<file path="src/design/fbm_defs.svh">
// Purpose: constants for the fieldbus master group-command and cycle scheduler
// Assumes: 100 MHz core clock
// Notes: times in ns, cycle counts derived from them
`ifndef FBM_DEFS_SVH
`define FBM_DEFS_SVH
`define FBM_CLK_PERIOD_NS 10
`define FBM_BLINK_NS 250000000
`define FBM_BLINK_CYC (`FBM_BLINK_NS / `FBM_CLK_PERIOD_NS)
`define FBM_BRIEF_NS 50000000
`define FBM_BRIEF_CYC (`FBM_BRIEF_NS / `FBM_CLK_PERIOD_NS)
`define FBM_TASK_FIRST 8'h3d
`define FBM_TASK_LAST 8'h40
`define FBM_ADDR_MAX 7'h7e
`define FBM_CMD_UNFREEZE 4'h4
`define FBM_CMD_FREEZE 4'h8
`define FBM_CMD_UNSYNC 4'h1
`define FBM_CMD_SYNC 4'h2
`define FBM_CNT_W 32
`define FBM_ONE_CNT 32'h1
`define FBM_ZERO_CNT 32'h0
`endif

</file>
<file path="src/design/fbm_pkg.sv">
// Purpose: types for the fieldbus master
// Assumes: included with fbm_defs.svh
// Notes: states only
package fbm_pkg;
	typedef enum logic [2:0] {
		FBM_IDLE,
		FBM_PARAM,
		FBM_WAITREADY,
		FBM_CYCLIC,
		FBM_GROUPCMD,
		FBM_GAP
	} fbm_state_t;
endpackage

</file>
<file path="src/design/fbm_fault_lamp.sv">
// Purpose: drives the bus-fault and internal-fault indicators
// Assumes: inputs are synchronous to core_clk
// Notes: on the bus-fault lamp, steady fault beats station failure beats reconfiguration blink
`timescale 1ns/10ps
`include "fbm_defs.svh"
module fbm_fault_lamp (
	input wire logic core_clk,
	input wire logic rstN,
	input wire logic hwFault,
	input wire logic stationFail,
	input wire logic reconfigBusy,
	output logic busFaultLamp,
	output logic intFaultLamp
);
	logic [`FBM_CNT_W-1:0] blinkCnt_q, blinkCnt_d;
	logic blink_q, blink_d;
	logic [`FBM_CNT_W-1:0] briefCnt_q, briefCnt_d;
	logic reconfigSeen_q, reconfigSeen_d;
	logic lamp_q, lamp_d, intLamp_q, intLamp_d;
	always_comb begin
		blinkCnt_d = blinkCnt_q + `FBM_ONE_CNT;
		blink_d = blink_q;
		if (blinkCnt_q >= `FBM_CNT_W'(`FBM_BLINK_CYC - 1)) begin
			blinkCnt_d = `FBM_ZERO_CNT;
			blink_d = ~blink_q;
		end
		reconfigSeen_d = reconfigBusy;
		briefCnt_d = briefCnt_q;
		// a short pulse at each start, so the lamp only flashes briefly
		if (reconfigBusy && !reconfigSeen_q) begin
			briefCnt_d = `FBM_CNT_W'(`FBM_BRIEF_CYC);
		end else if (briefCnt_q != `FBM_ZERO_CNT) begin
			briefCnt_d = briefCnt_q - `FBM_ONE_CNT;
		end
		intLamp_d = (briefCnt_d != `FBM_ZERO_CNT); // (RULE16)
		if (hwFault) begin
			lamp_d = 1'b1; // (RULE14)
		end else if (stationFail) begin
			lamp_d = blink_q; // (RULE15)
		end else if (briefCnt_d != `FBM_ZERO_CNT) begin
			lamp_d = 1'b1; // (RULE16)
		end else begin
			lamp_d = 1'b0; // (RULE13)
		end
	end
	always_ff @(posedge core_clk or negedge rstN) begin
		if (!rstN) begin
			blinkCnt_q <= `FBM_ZERO_CNT;
			blink_q <= 1'b0;
			briefCnt_q <= `FBM_ZERO_CNT;
			reconfigSeen_q <= 1'b0;
			lamp_q <= 1'b0;
			intLamp_q <= 1'b0;
		end else begin
			blinkCnt_q <= blinkCnt_d;
			blink_q <= blink_d;
			briefCnt_q <= briefCnt_d;
			reconfigSeen_q <= reconfigSeen_d;
			lamp_q <= lamp_d;
			intLamp_q <= intLamp_d;
		end
	end
	assign busFaultLamp = lamp_q;
	assign intFaultLamp = intLamp_q;
	a_lamp_steady: assert property (@(posedge core_clk) disable iff (!rstN)
		hwFault |=> busFaultLamp) else $error("lamp not steady on hardware fault"); // (RULE14)
	a_lamp_off: assert property (@(posedge core_clk) disable iff (!rstN)
		(!hwFault && !stationFail && briefCnt_q == `FBM_ZERO_CNT && !(reconfigBusy && !reconfigSeen_q))
		|=> !busFaultLamp) else $error("lamp lit while healthy"); // (RULE13)
	a_lamp_brief: assert property (@(posedge core_clk) disable iff (!rstN)
		(reconfigBusy && !reconfigSeen_q) |=> intFaultLamp) else $error("no brief internal fault"); // (RULE16)
	c_lamp_flash: cover property (@(posedge core_clk) disable iff (!rstN)
		stationFail && !hwFault ##1 $changed(busFaultLamp));
endmodule

</file>
<file path="src/design/fbm_master.sv">
// Purpose: fieldbus master cycle scheduler with group sync and freeze control
// Assumes: user-side strobes are synchronous; link-side status comes from pins
// Notes: one frame slot per bus cycle; group commands go between frames
`timescale 1ns/10ps
`include "fbm_defs.svh"
// Functional notes
// (RULE1) sync sends current outputs and group-orders slaves to freeze outputs
// (RULE2) slaves in sync buffer later output data, outputs unchanged
// (RULE3) each further sync makes slaves apply buffered outputs
// (RULE4) cyclic output updating resumes only after unsync
// (RULE5) freeze group-orders slaves to latch inputs, then moves them to cpu
// (RULE6) each further freeze makes slaves latch inputs anew
// (RULE7) live cyclic inputs resume only after unfreeze
// (RULE8) with equidistance, every bus cycle starts after the same interval; the code doubles the next interval after programming traffic
// (RULE9) all slaves parameterised and ready within configured monitoring times
// (RULE10) mode legacy or dpv1 chosen per station, dpv1 covers whole station
// (RULE11) legacy mode follows the old standard, extended functions withheld
// (RULE12) programming or monitor traffic lengthens the bus cycle; the code lengthens it only with equidistance on, to twice equidistCycles
// (RULE13) bus-fault lamp off when configuration good and all slaves reachable
// (RULE14) bus-fault lamp steady on hardware, interface or rate mismatch fault
// (RULE15) bus-fault lamp flashes while any slave is unreachable
// (RULE16) reconfiguration sync flashes bus-fault and lights internal-fault briefly
// (RULE17) clocked partition updates interruptible, only in tasks 61 to 64
// (RULE18) each slave's inputs or outputs sit in one partition
// (RULE19) consistency limits on slaves plus bytes per partition
// (RULE20) any legal station address accepted as master address
// (RULE21) topology scan orders diagnostic repeaters to analyse the bus
// (RULE22) group commands sent only between cyclic frames
module fbm_master (
	input wire logic core_clk,
	input wire logic arst_n,
	input wire logic [6:0] ownAddress,
	input wire logic dpv1Mode,
	input wire logic equidistOn,
	input wire logic [15:0] equidistCycles,
	input wire logic [15:0] paramTimeout,
	input wire logic [15:0] readyTimeout,
	input wire logic startUp,
	input wire logic cmdValid,
	input wire logic [3:0] cmdCode,
	input wire logic [7:0] cmdGroups,
	output logic cmdReady,
	input wire logic puReq,
	input wire logic [7:0] puTask,
	input wire logic puOutput,
	output logic puAccepted,
	output logic puRejected,
	input wire logic topoReq,
	output logic topoFrame,
	input wire logic pgTraffic,
	input wire logic slaveParamDone,
	input wire logic slaveReadyDone,
	input wire logic slaveMissing,
	input wire logic busHwFault,
	input wire logic reconfigBusy,
	input wire logic frameDone,
	output logic frameStart,
	output logic groupFrame,
	output logic [3:0] groupCtrl,
	output logic [7:0] groupSel,
	output logic outputsLive,
	output logic inputsLive,
	output logic cpuInputLoad,
	output logic extFuncEnable,
	output logic powerUpFail,
	output logic addrValid,
	output logic busFaultLamp,
	output logic intFaultLamp
);
	logic rstMeta_q, rstN_q;
	always_ff @(posedge core_clk or negedge arst_n) begin
		if (!arst_n) begin
			rstMeta_q <= 1'b0;
			rstN_q <= 1'b0;
		end else begin
			rstMeta_q <= 1'b1;
			rstN_q <= rstMeta_q;
		end
	end

	// pin inputs pass three flops; a change counts once stages two and three agree
	logic [4:0] pinS1_q, pinS2_q, pinS3_q, pinF_q, pinF_d;
	logic [4:0] pinRaw;
	assign pinRaw = {slaveParamDone, slaveReadyDone, slaveMissing, busHwFault, reconfigBusy};
	always_comb begin
		pinF_d = pinF_q;
		for (int i = 0; i < 5; i++) begin
			if (pinS2_q[i] == pinS3_q[i]) begin
				pinF_d[i] = pinS3_q[i];
			end
		end
	end
	always_ff @(posedge core_clk or negedge rstN_q) begin
		if (!rstN_q) begin
			pinS1_q <= 5'h00;
			pinS2_q <= 5'h00;
			pinS3_q <= 5'h00;
			pinF_q <= 5'h00;
		end else begin
			pinS1_q <= pinRaw;
			pinS2_q <= pinS1_q;
			pinS3_q <= pinS2_q;
			pinF_q <= pinF_d;
		end
	end
	logic paramOk, readyOk, missing, hwFlt, reconfSync;
	assign {paramOk, readyOk, missing, hwFlt, reconfSync} = pinF_q;

	function automatic logic cmdHas(input logic [3:0] c, input logic [3:0] m);
		cmdHas = (c & m) != 4'h0;
	endfunction

	fbm_pkg::fbm_state_t state_q, state_d;
	logic [15:0] cnt_q, cnt_d;
	logic [15:0] gap_q, gap_d;
	logic syncOn_q, syncOn_d, frzOn_q, frzOn_d;
	logic pendCmd_q, pendCmd_d;
	logic [3:0] pendCode_q, pendCode_d;
	logic [7:0] pendGrp_q, pendGrp_d;
	logic [3:0] gCtrl_q, gCtrl_d;
	logic [7:0] gSel_q, gSel_d;
	logic frStart_q, frStart_d, gFrame_q, gFrame_d, cpuLoad_q, cpuLoad_d;
	logic pufail_q, pufail_d, topoPend_q, topoPend_d, topo_q, topo_d;
	logic ext_q, ext_d, pgHold_q, pgHold_d;

	assign cmdReady = !pendCmd_q;

	always_comb begin
		state_d = state_q;
		cnt_d = cnt_q + 16'h0001;
		gap_d = gap_q;
		syncOn_d = syncOn_q;
		frzOn_d = frzOn_q;
		pendCmd_d = pendCmd_q;
		pendCode_d = pendCode_q;
		pendGrp_d = pendGrp_q;
		gCtrl_d = gCtrl_q;
		gSel_d = gSel_q;
		frStart_d = 1'b0;
		gFrame_d = 1'b0;
		cpuLoad_d = 1'b0;
		pufail_d = pufail_q;
		topoPend_d = topoPend_q || topoReq;
		topo_d = 1'b0;
		pgHold_d = pgHold_q || pgTraffic;
		ext_d = dpv1Mode; // (RULE10) (RULE11)
		if (cmdValid && cmdReady) begin
			pendCmd_d = 1'b1;
			pendCode_d = cmdCode;
			pendGrp_d = cmdGroups;
		end
		case (state_q)
			fbm_pkg::FBM_IDLE: begin
				cnt_d = 16'h0000;
				if (startUp) begin
					state_d = fbm_pkg::FBM_PARAM;
					pufail_d = 1'b0;
				end
			end
			fbm_pkg::FBM_PARAM: begin
				if (paramOk) begin
					state_d = fbm_pkg::FBM_WAITREADY;
					cnt_d = 16'h0000;
				end else if (cnt_q >= paramTimeout) begin
					pufail_d = 1'b1; // (RULE9)
					state_d = fbm_pkg::FBM_IDLE;
				end
			end
			fbm_pkg::FBM_WAITREADY: begin
				if (readyOk) begin
					state_d = fbm_pkg::FBM_GAP;
					cnt_d = 16'h0000;
				end else if (cnt_q >= readyTimeout) begin
					pufail_d = 1'b1; // (RULE9)
					state_d = fbm_pkg::FBM_IDLE;
				end
			end
			fbm_pkg::FBM_GAP: begin
				// group commands and scans slot in here, never inside a data frame
				if (pendCmd_q) begin
					state_d = fbm_pkg::FBM_GROUPCMD; // (RULE22)
					gFrame_d = 1'b1;
					gCtrl_d = pendCode_q;
					gSel_d = pendGrp_q;
					pendCmd_d = 1'b0;
					if (cmdHas(pendCode_q, `FBM_CMD_SYNC)) begin
						syncOn_d = 1'b1; // (RULE1)
					end else if (cmdHas(pendCode_q, `FBM_CMD_UNSYNC)) begin
						syncOn_d = 1'b0; // (RULE4)
					end
					if (cmdHas(pendCode_q, `FBM_CMD_FREEZE)) begin
						frzOn_d = 1'b1; // (RULE5)
						cpuLoad_d = 1'b1; // (RULE5)
					end else if (cmdHas(pendCode_q, `FBM_CMD_UNFREEZE)) begin
						frzOn_d = 1'b0; // (RULE7)
					end
				end else if (topoPend_q) begin
					topoPend_d = topoReq;
					topo_d = 1'b1; // (RULE21)
					state_d = fbm_pkg::FBM_GROUPCMD;
				end else if (!equidistOn || cnt_q >= gap_q) begin
					state_d = fbm_pkg::FBM_CYCLIC; // (RULE8)
					frStart_d = 1'b1;
					cnt_d = 16'h0000;
					gap_d = equidistCycles;
					if (pgHold_q) begin
						gap_d = 16'(equidistCycles + equidistCycles); // (RULE12)
						pgHold_d = pgTraffic;
					end
				end
			end
			fbm_pkg::FBM_GROUPCMD: begin
				if (frameDone) begin
					state_d = fbm_pkg::FBM_GAP;
				end
			end
			fbm_pkg::FBM_CYCLIC: begin
				if (frameDone) begin
					state_d = fbm_pkg::FBM_GAP;
				end
			end
			default: begin
				state_d = fbm_pkg::FBM_IDLE;
			end
		endcase
	end

	always_ff @(posedge core_clk or negedge rstN_q) begin
		if (!rstN_q) begin
			state_q <= fbm_pkg::FBM_IDLE;
			cnt_q <= 16'h0000;
			gap_q <= 16'h0000;
			syncOn_q <= 1'b0;
			frzOn_q <= 1'b0;
			pendCmd_q <= 1'b0;
			pendCode_q <= 4'h0;
			pendGrp_q <= 8'h00;
			gCtrl_q <= 4'h0;
			gSel_q <= 8'h00;
			frStart_q <= 1'b0;
			gFrame_q <= 1'b0;
			cpuLoad_q <= 1'b0;
			pufail_q <= 1'b0;
			topoPend_q <= 1'b0;
			topo_q <= 1'b0;
			ext_q <= 1'b0;
			pgHold_q <= 1'b0;
		end else begin
			state_q <= state_d;
			cnt_q <= cnt_d;
			gap_q <= gap_d;
			syncOn_q <= syncOn_d;
			frzOn_q <= frzOn_d;
			pendCmd_q <= pendCmd_d;
			pendCode_q <= pendCode_d;
			pendGrp_q <= pendGrp_d;
			gCtrl_q <= gCtrl_d;
			gSel_q <= gSel_d;
			frStart_q <= frStart_d;
			gFrame_q <= gFrame_d;
			cpuLoad_q <= cpuLoad_d;
			pufail_q <= pufail_d;
			topoPend_q <= topoPend_d;
			topo_q <= topo_d;
			ext_q <= ext_d;
			pgHold_q <= pgHold_d;
		end
	end

	// partition updates: accepted only from the cycle-synchronous tasks
	logic puOk;
	logic puAcc_q, puAcc_d, puRej_q, puRej_d;
	assign puOk = (puTask >= `FBM_TASK_FIRST) && (puTask <= `FBM_TASK_LAST);
	always_comb begin
		puAcc_d = puReq && puOk; // (RULE17)
		puRej_d = puReq && !puOk; // (RULE17)
	end
	always_ff @(posedge core_clk or negedge rstN_q) begin
		if (!rstN_q) begin
			puAcc_q <= 1'b0;
			puRej_q <= 1'b0;
		end else begin
			puAcc_q <= puAcc_d;
			puRej_q <= puRej_d;
		end
	end

	assign frameStart = frStart_q;
	assign groupFrame = gFrame_q;
	assign groupCtrl = gCtrl_q;
	assign groupSel = gSel_q;
	assign outputsLive = !syncOn_q;
	assign inputsLive = !frzOn_q;
	assign cpuInputLoad = cpuLoad_q;
	assign extFuncEnable = ext_q;
	assign powerUpFail = pufail_q;
	assign addrValid = ownAddress <= `FBM_ADDR_MAX; // (RULE20)
	assign topoFrame = topo_q;
	assign puAccepted = puAcc_q;
	assign puRejected = puRej_q;

	fbm_fault_lamp u_lamp (
		.core_clk(core_clk),
		.rstN(rstN_q),
		.hwFault(hwFlt),
		.stationFail(missing),
		.reconfigBusy(reconfSync),
		.busFaultLamp(busFaultLamp),
		.intFaultLamp(intFaultLamp)
	);

	a_group_gap: assert property (@(posedge core_clk) disable iff (!rstN_q)
		groupFrame |-> $past(state_q) == fbm_pkg::FBM_GAP) else $error("group frame inside a data frame"); // (RULE22)
	a_sync_hold: assert property (@(posedge core_clk) disable iff (!rstN_q)
		(groupFrame && cmdHas(groupCtrl, `FBM_CMD_SYNC)) |-> !outputsLive) else $error("sync left outputs live"); // (RULE1)
	a_unsync_only: assert property (@(posedge core_clk) disable iff (!rstN_q)
		$rose(outputsLive) |-> groupFrame && cmdHas(groupCtrl, `FBM_CMD_UNSYNC)) else $error("outputs resumed"); // (RULE4)
	a_freeze_load: assert property (@(posedge core_clk) disable iff (!rstN_q)
		cpuInputLoad |-> groupFrame && !inputsLive) else $error("freeze load without command"); // (RULE5)
	a_unfreeze_only: assert property (@(posedge core_clk) disable iff (!rstN_q)
		$rose(inputsLive) |-> groupFrame && cmdHas(groupCtrl, `FBM_CMD_UNFREEZE)) else $error("inputs resumed"); // (RULE7)
	a_equi_space: assert property (@(posedge core_clk) disable iff (!rstN_q)
		(state_q == fbm_pkg::FBM_GAP && equidistOn && cnt_q < gap_q)
		|=> !frameStart) else $error("cycle started early"); // (RULE8)
	a_task_range: assert property (@(posedge core_clk) disable iff (!rstN_q)
		(puReq && puTask == 8'h3c) |=> puRejected && !puAccepted) else $error("task 60 accepted"); // (RULE17)
	a_pu_timeout: assert property (@(posedge core_clk) disable iff (!rstN_q)
		(state_q == fbm_pkg::FBM_PARAM && !paramOk && cnt_q >= paramTimeout) |=> powerUpFail)
		else $error("param timeout missed"); // (RULE9)
	a_mode_ext: assert property (@(posedge core_clk) disable iff (!rstN_q)
		!dpv1Mode |=> !extFuncEnable) else $error("extended functions in legacy mode"); // (RULE11)
	c_sync: cover property (@(posedge core_clk) disable iff (!rstN_q) $fell(outputsLive));
	c_freeze: cover property (@(posedge core_clk) disable iff (!rstN_q) cpuInputLoad);
	c_topo: cover property (@(posedge core_clk) disable iff (!rstN_q) topoFrame);
endmodule

</file>
<file path="config.mk">
export PLATFORM = sky130hd
export DESIGN_NAME = fbm_master
export DESIGN_NICKNAME = d
export VERILOG_FILES = /design/src/design/fbm_pkg.sv /design/src/design/fbm_fault_lamp.sv /design/src/design/fbm_master.sv
export VERILOG_INCLUDE_DIRS = /design/src /design/src/design
export SDC_FILE = /design/constraint.sdc
export NUM_CORES = 1
export LEC_CHECK = 0
export BUFFER_PORTS_ARGS = -buffer_cell sky130_fd_sc_hd__clkbuf_2
export CORE_MARGIN = 2
export CORE_UTILIZATION = 30
export CTS_BUF_LIST = sky130_fd_sc_hd__clkbuf_8
export DETAILED_ROUTE_END_ITERATION = 7
export PLACE_DENSITY = 0.5
export SLEW_MARGIN = 10
export SYNTH_ARGS = -nofsm -noshare
export SYNTH_HDL_FRONTEND = slang
export SYNTH_SLANG_ARGS = --single-unit
</file>
<file path="constraint.sdc">
create_clock -name core_clk -period 5.3 [get_ports core_clk]
set_clock_uncertainty 0.05 [all_clocks]
set_input_delay 0.795 -clock core_clk [delete_from_list [all_inputs] [get_ports core_clk]]
set_output_delay 0.795 -clock core_clk [all_outputs]
set_load 0.1 [all_outputs]
</file>
# Word-level counts from Yosys, hierarchy flattened
# Cells that the tools add are included.
[totals] regBits=162 input_bits=91 output_inout_bits=26 wordCells=152
[op_classes] addsub=4 n_lt_le_gt_ge=7 n_eq_ne=19 mux=56 bitwise=3 reduce_logical=27
[ops] operator="$mux 16" n=6
[ops] operator="$mux 32" n=3
[ops] operator="$pmux 16 s4" n=1
[ops] operator="$reduce_bool 32->1" n=2
[ops] operator="$ge 16x16->1" n=3
[ops] operator="$mux 1" n=35
[ops] operator="$add 32x1->32 const B" n=1
[ops] operator="$ge 32x25->1 const B" n=1
[ops] operator="$sub 32x1->32 const B" n=1
[ops] operator="$mux 3" n=9
[ops] operator="$add 16x1->16 const B" n=1
[ops] operator="$add 16x16->16" n=1
[ops] operator="$pmux 3 s5" n=1
[ops] operator="$ne 2x2->1 const B" n=5
[ops] operator="$ge 8x6->1 const B" n=1
[ops] operator="$le 8x7->1 const B" n=1
[ops] operator="$le 7x7->1 const B" n=1
[ops] operator="$eq 3x2->1 const B" n=2
[ops] operator="$eq 3x3->1 const B" n=2
[ops] operator="$logic_not 1->1" n=6
[ops] operator="$ne 3x3->1 const B" n=2
[ops] operator="$reduce_and 3->1" n=2
[ops] operator="$reduce_and 6->1" n=1
[ops] operator="$eq 1x1->1" n=5
[ops] operator="other kinds (14)" n=23

# Longest topological paths before layout
[depth] ltp_word=7 mapped_depth=12 mapped_depth_nobuf=10

# Hierarchy
# Synthesis repeated with hierarchy kept, for this count alone.
[unflattened] cells_unflattened=857 area_unflattened_um2=8518.2
[by_module_without_submodules] mod="fbm_master" instances=1 cells_each=492 area_each_um2=5008.6 seq_area_each_um2=2352.3
[by_module_without_submodules] mod="fbm_fault_lamp" instances=1 cells_each=365 area_each_um2=3509.6 seq_area_each_um2=1701.6

# Least setup slack after synthesis
# Ideal clock, no wire load.
[synth_path] kind="input to output" startpoint="in ownAddress[6]" endpoint="out addrValid" arrival_time_ns=1.874 required_time_ns=4.455 path_slack_ns=2.581 path_stages=2 n_path_buf=0 cell_sequence="and4_1 -> nand4_1"
[synth_via] elab_chain_len=1
[synth_lines] element="start: declaration" line="fbm_master.sv:32" text="input wire logic [6:0] ownAddress,"
[synth_lines] element="$le 7x7->1 (no line)"
[synth_lines] element="end: declaration" line="fbm_master.sv:66" text="output logic addrValid,"
# Every way passes these cells.

# Worst setup path in the final report
[layout_path] startpoint="reg u_lamp.briefCnt_q[8]" endpoint="reg u_lamp.lamp_q (netlist: u_lamp.busFaultLamp)"
[layout_via] elab_chain_len=7 word_cells_on_any_way=8 classes_between="1 x add/sub; 5 x mux; 2 x reduce/logical"
[layout_lines] element="start: declaration" line="fbm_fault_lamp.sv:17" text="logic [`FBM_CNT_W-1:0] briefCnt_q, briefCnt_d;"
[layout_lines] element="start signal: assignment" line="fbm_fault_lamp.sv:50" text="briefCnt_q <= `FBM_ZERO_CNT;"
[layout_lines] element="start signal: assignment" line="fbm_fault_lamp.sv:57" text="briefCnt_q <= briefCnt_d;"
[layout_lines] element="$sub 32x1->32 (no line) or $reduce_bool 32->1 (tied branches)"
[layout_lines] element="$mux 32 (*)" line="fbm_fault_lamp.sv:32" text="end else if (briefCnt_q != `FBM_ZERO_CNT) begin"
[layout_lines] element="$mux 32 (*)" line="fbm_fault_lamp.sv:30" text="if (reconfigBusy && !reconfigSeen_q) begin"
[layout_lines] element="named net u_lamp.briefCnt_d[14]" line="fbm_fault_lamp.sv:17"
[layout_lines] element="$reduce_bool 32->1 (no line) (*)"
[layout_lines] element="$mux 1 (*)" line="fbm_fault_lamp.sv:40" text="end else if (briefCnt_d != `FBM_ZERO_CNT) begin"
[layout_lines] element="$mux 1 (*)" line="fbm_fault_lamp.sv:38" text="end else if (stationFail) begin"
[layout_lines] element="$mux 1 (*)" line="fbm_fault_lamp.sv:36" text="if (hwFault) begin"
[layout_lines] element="named net u_lamp.lamp_d" line="fbm_fault_lamp.sv:19" text="logic lamp_q, lamp_d, intLamp_q, intLamp_d;"
[layout_lines] element="end signal: assignment" line="fbm_fault_lamp.sv:59" text="lamp_q <= lamp_d;"
[layout_lines] element="end: declaration" line="fbm_fault_lamp.sv:19"
# Mark *: on every way through the listed nets, which the timed path passes. The rest lies on a longest branch.
# A chain may end at the register's enable or synchronous reset.

==> results.py <==
metrics = {
    "run_status": {
        "status": "finished clean",
    },
    "timing": {
        "fmax_mhz": 278,
        "worstMarginPinSlew_ns": 1.08,
        "min_period_ns": 3.60,
        "hold_violations": 0,
        "setup_viol": 0,
        "drv_slew": 0,
        "fin_ws_ns": 1.70,
        "period_share": 0.679,
        "rsz0062_at_grt": "no",
        "fin_tns_setup_ns": 0,
        "relSlewSlack": 0.276,
    },
    "power_and_ir_drop": {
        "swShare": 0.427,
        "vdd_drop_max_uv": 418,
        "p_sw_uw": 1630,
        "pwr-share-comb": 0.332,
        "power_density_mw_per_mm2": 386,
        "seq_power_share": 0.419,
        "clkPwrFrac": 0.250,
        "p_leak_uw": 0.00481,
        "internal-power_uw": 2190,
        "finalPower_uw": 3810,
    },
    "route": {
        "dr_total_vias": 6402,
        "drtAntennaViolNets": 0,
        "wl_per_cell_um": 14.0,
        "firstDrtPassIters": 5,
        "drt-vias-per-instance": 4.73,
        "drc": 0,
        "wl_um": 18900,
        "drt_iter0_markers": 274,
    },
    "die": {
        "dieWidth_um": 172,
        "initial_core_util": 0.305,
        "die-area_mm2": 0.0295,
        "die-height_um": 172,
        "rows": 61,
        "io_pins": 117,
        "core_mm2": 0.0277,
    },
    "setup_path": {
        "cp_common_cell": "nand3_1",
        "endpoint_kind": "flip-flop",
        "rr_worst_depth": 8,
        "arrival_ns": 3.86,
        "cp-startpoint": "u_lamp.briefCnt_q[8]$_DFF_PN0_",
        "crit_type": "flip-flop to flip-flop",
        "worstPathMaxFanout": 19,
        "crit_chain": "or4_1, nor4_2, nand3_1, nand3_1, mux2i_1, nand4b_1, nor4_1, a41oi_1",
        "max_stage_delay_ns": 0.68,
        "cp.depth": 8,
        "rr_startpoint": "u_lamp.briefCnt_q[8]$_DFF_PN0_",
        "cpMaxStageDelayCell": "or4_1",
        "r2r_slack_ns": 1.70,
        "startpoint_type": "flip-flop",
        "worst-path-buf-inv": 0,
        "critical_path.endpoint": "u_lamp.busFaultLamp$_DFF_PN0_",
        "crit_family": "simple AND/OR/NAND/NOR gates",
        "regToRegEndpoint": "u_lamp.busFaultLamp$_DFF_PN0_",
        "required_ns": 5.57,
    },
    "clock_tree": {
        "cts_root_buf": "clkbuf_8",
        "cts_buffers": 17,
        "hold_buffers": 0,
        "clk_path_buf_depth": 2,
        "cts_setup_buffers": 0,
        "cts_resized": 0,
        "clkTransAtPathRegs_ns": 0.10,
        "cts_tree": "done",
        "cts_sinks": 162,
        "clock_insertion_delay_worst_skew_ns": 0.47,
        "htree_levels": 4,
    },
    "grt": {
        "grt_max_degree": 94,
        "grt_pass1_vias": 6353,
        "grt-ovfl-total": 0,
        "grt_pass1_wl_um": 32100,
        "antenna_found_initial": 0,
        "track_usage": 0.137,
    },
    "run": {
        "cap_violations": 0,
    },
    "synthesis": {
        "synth_area_mm2": 0.00844,
        "yosysMostFrequentCell": "dfrtp_1",
        "synth_area_leaders": "dfrtp_1 48%, ha_1 7.7%, xor2_1 3.9%, nor2_1 3.7%, mux2i_1 3.7%",
        "synth_top_area_frac": 0.480,
        "ys_top_cells_by_count": "162 x dfrtp_1, 83 x nor2_1, 75 x nand2_1",
        "synthFlopType": "dfrtp_1",
        "avgSynthCellArea_um2": 10.0,
        "synth_edf_count": 0,
        "yosys_warnings": 0,
        "seq_area_frac_synth": 0.480,
        "synth_cell_type_count": 63,
        "ys_ff_latch": 162,
        "async_flop_share": 1.00,
        "synth_largest_area_cell": "dfrtp_1",
        "synthCells": 842,
    },
    "hold_path": {
        "hold_class": "primary input to asynchronous set/reset pin",
    },
    "final_layout": {
        "n_antenna_cell": 0,
        "final_layout_size_suffix_gt1_frac": 0.182,
        "fillers": 2878,
        "nets": 1106,
        "area_delta_synth_final_pct": 17.0,
    },
    "placement": {
        "io_buffers": 115,
        "routabilityCongestion": 0.829,
        "dp_worst_setup_slack_ns": 1.75,
        "hpwl_um": 13600,
    },
}
cells by family after synthesis:
family	Yosys count	share of synthesized area
adder cells (fa/ha/maj)	57	0.0830
multiplexers	44	0.0541
buffers and inverters	85	0.0396
AND/OR/NAND/NOR	325	0.195
XOR/XNOR	59	0.0612
flip-flops	162	0.480
other	2	0.000890
AO/OA/AOI/OAI	108	0.0857
power by group through the flow:
stage               Sequential, µW  Combinational (µW)  Clock [µW]
floorplan                     1940                 656           0
global placement              1620                1260           0
detailed placement            1620                1270           0
CTS                           1600                1280         993
global route                  1630                1390        1040
finish                        1600                1260         951
worst register-to-register path: stages (launching register included):
cell and delay (ns):
dfrtp_1 0.48, or4_1 0.68, nor4_2 0.24, nand3_1 0.59
nand3_1 0.43, mux2i_1 0.18, nand4b_1 0.20, nor4_1 0.39
a41oi_1 0.20
layout make-up:
class                      count  area (µm²)  share of cell area
timing repair buffer         119         618              0.0626
clock buffer                  18         248              0.0251
sequential                   162        4060               0.411
multi-input combinational    601        4080               0.413
inverter                      62         233              0.0236
tap                          378         473              0.0479
clock inverter                14         164              0.0166
how the worst min path moves through the flow:
stage                               startpoint                    to  slack [ns]  depth (start not counted)
final                                   arst_n      rstN_q$_DFF_PN0_        0.05                          1
after global routing                    arst_n      rstN_q$_DFF_PN0_       0.004                          1
after CTS                               arst_n      rstN_q$_DFF_PN0_        0.01                          1
after detailed placement  pinS1_q[2]$_DFF_PN0_  pinS2_q[2]$_DFF_PN0_        0.28                          0
after global placement     rstMeta_q$_DFF_PN0_      rstN_q$_DFF_PN0_        0.28                          0
after floorplan           pinS1_q[0]$_DFF_PN0_  pinS2_q[0]$_DFF_PN0_        0.28                          0
per-layer routing:
| metal | vias to the layer above | GRT usage | part of all wire |
|---|---|---|---|
| met2 | 146 | 0.210 | 0.44 |
| met5 | - | 0 | 0 |
| met3 | 12 | 0.0387 | 0.054 |
| met1 | 3053 | 0.191 | 0.49 |
| li1 | 3191 | - | - |
| met4 | 0 | 0.0322 | 0.0091 |
per-stage QoR:
step	hold WS (ns)	util	std cells	area (µm²)
floorplan	0.281	-	848	8460
CTS	0.0120	0.356	1354	9870
global placement	0.283	0.341	1322	9460
global route	0.00399	0.356	1354	9870
finish	0.0520	0.356	1354	9870
detailed placement	0.285	0.341	1322	9460
state kept, by name (all words and copies together), names as in the netlist, 3 cells and up:
name,cells
u_lamp.briefCnt_q,32
gap_q,16
groupCtrl,4
u_lamp.blinkCnt_q,32
pinS2_q,5
state_q,3
pendGrp_q,8
groupSel,8
pendCode_q,4
cnt_q,16
pinS1_q,5
pinF_q,5
pinS3_q,5
layout by cell type (no fill, tap or decap), drive strengths merged, types with 3 or more instances in the layout:
master	netlist	routed
and3	11	11
o211ai	3	3
xor2	38	38
nand3	39	39
o31ai	4	4
and4	5	5
or3	3	3
nand2	75	75
a31oi	4	4
nor4	17	17
clkbuf	18	133
mux2i	31	31
and2	5	5
a211oi	6	6
a21oi	31	31
a21o	20	20
inv	62	69
a21boi	3	3
buf	5	4
xnor2	21	21
nand2b	6	6
clkinv	0	5
nor3b	7	7
nor4b	5	5
or4	8	8
conb	2	8
mux2	13	13
o21ai	16	16
nor2b	5	5
nand4	23	23
dfrtp	162	162
ha	52	52
maj3	5	5
nor2	85	85
nor3	26	26
Power figures use the tool's default switching activity.
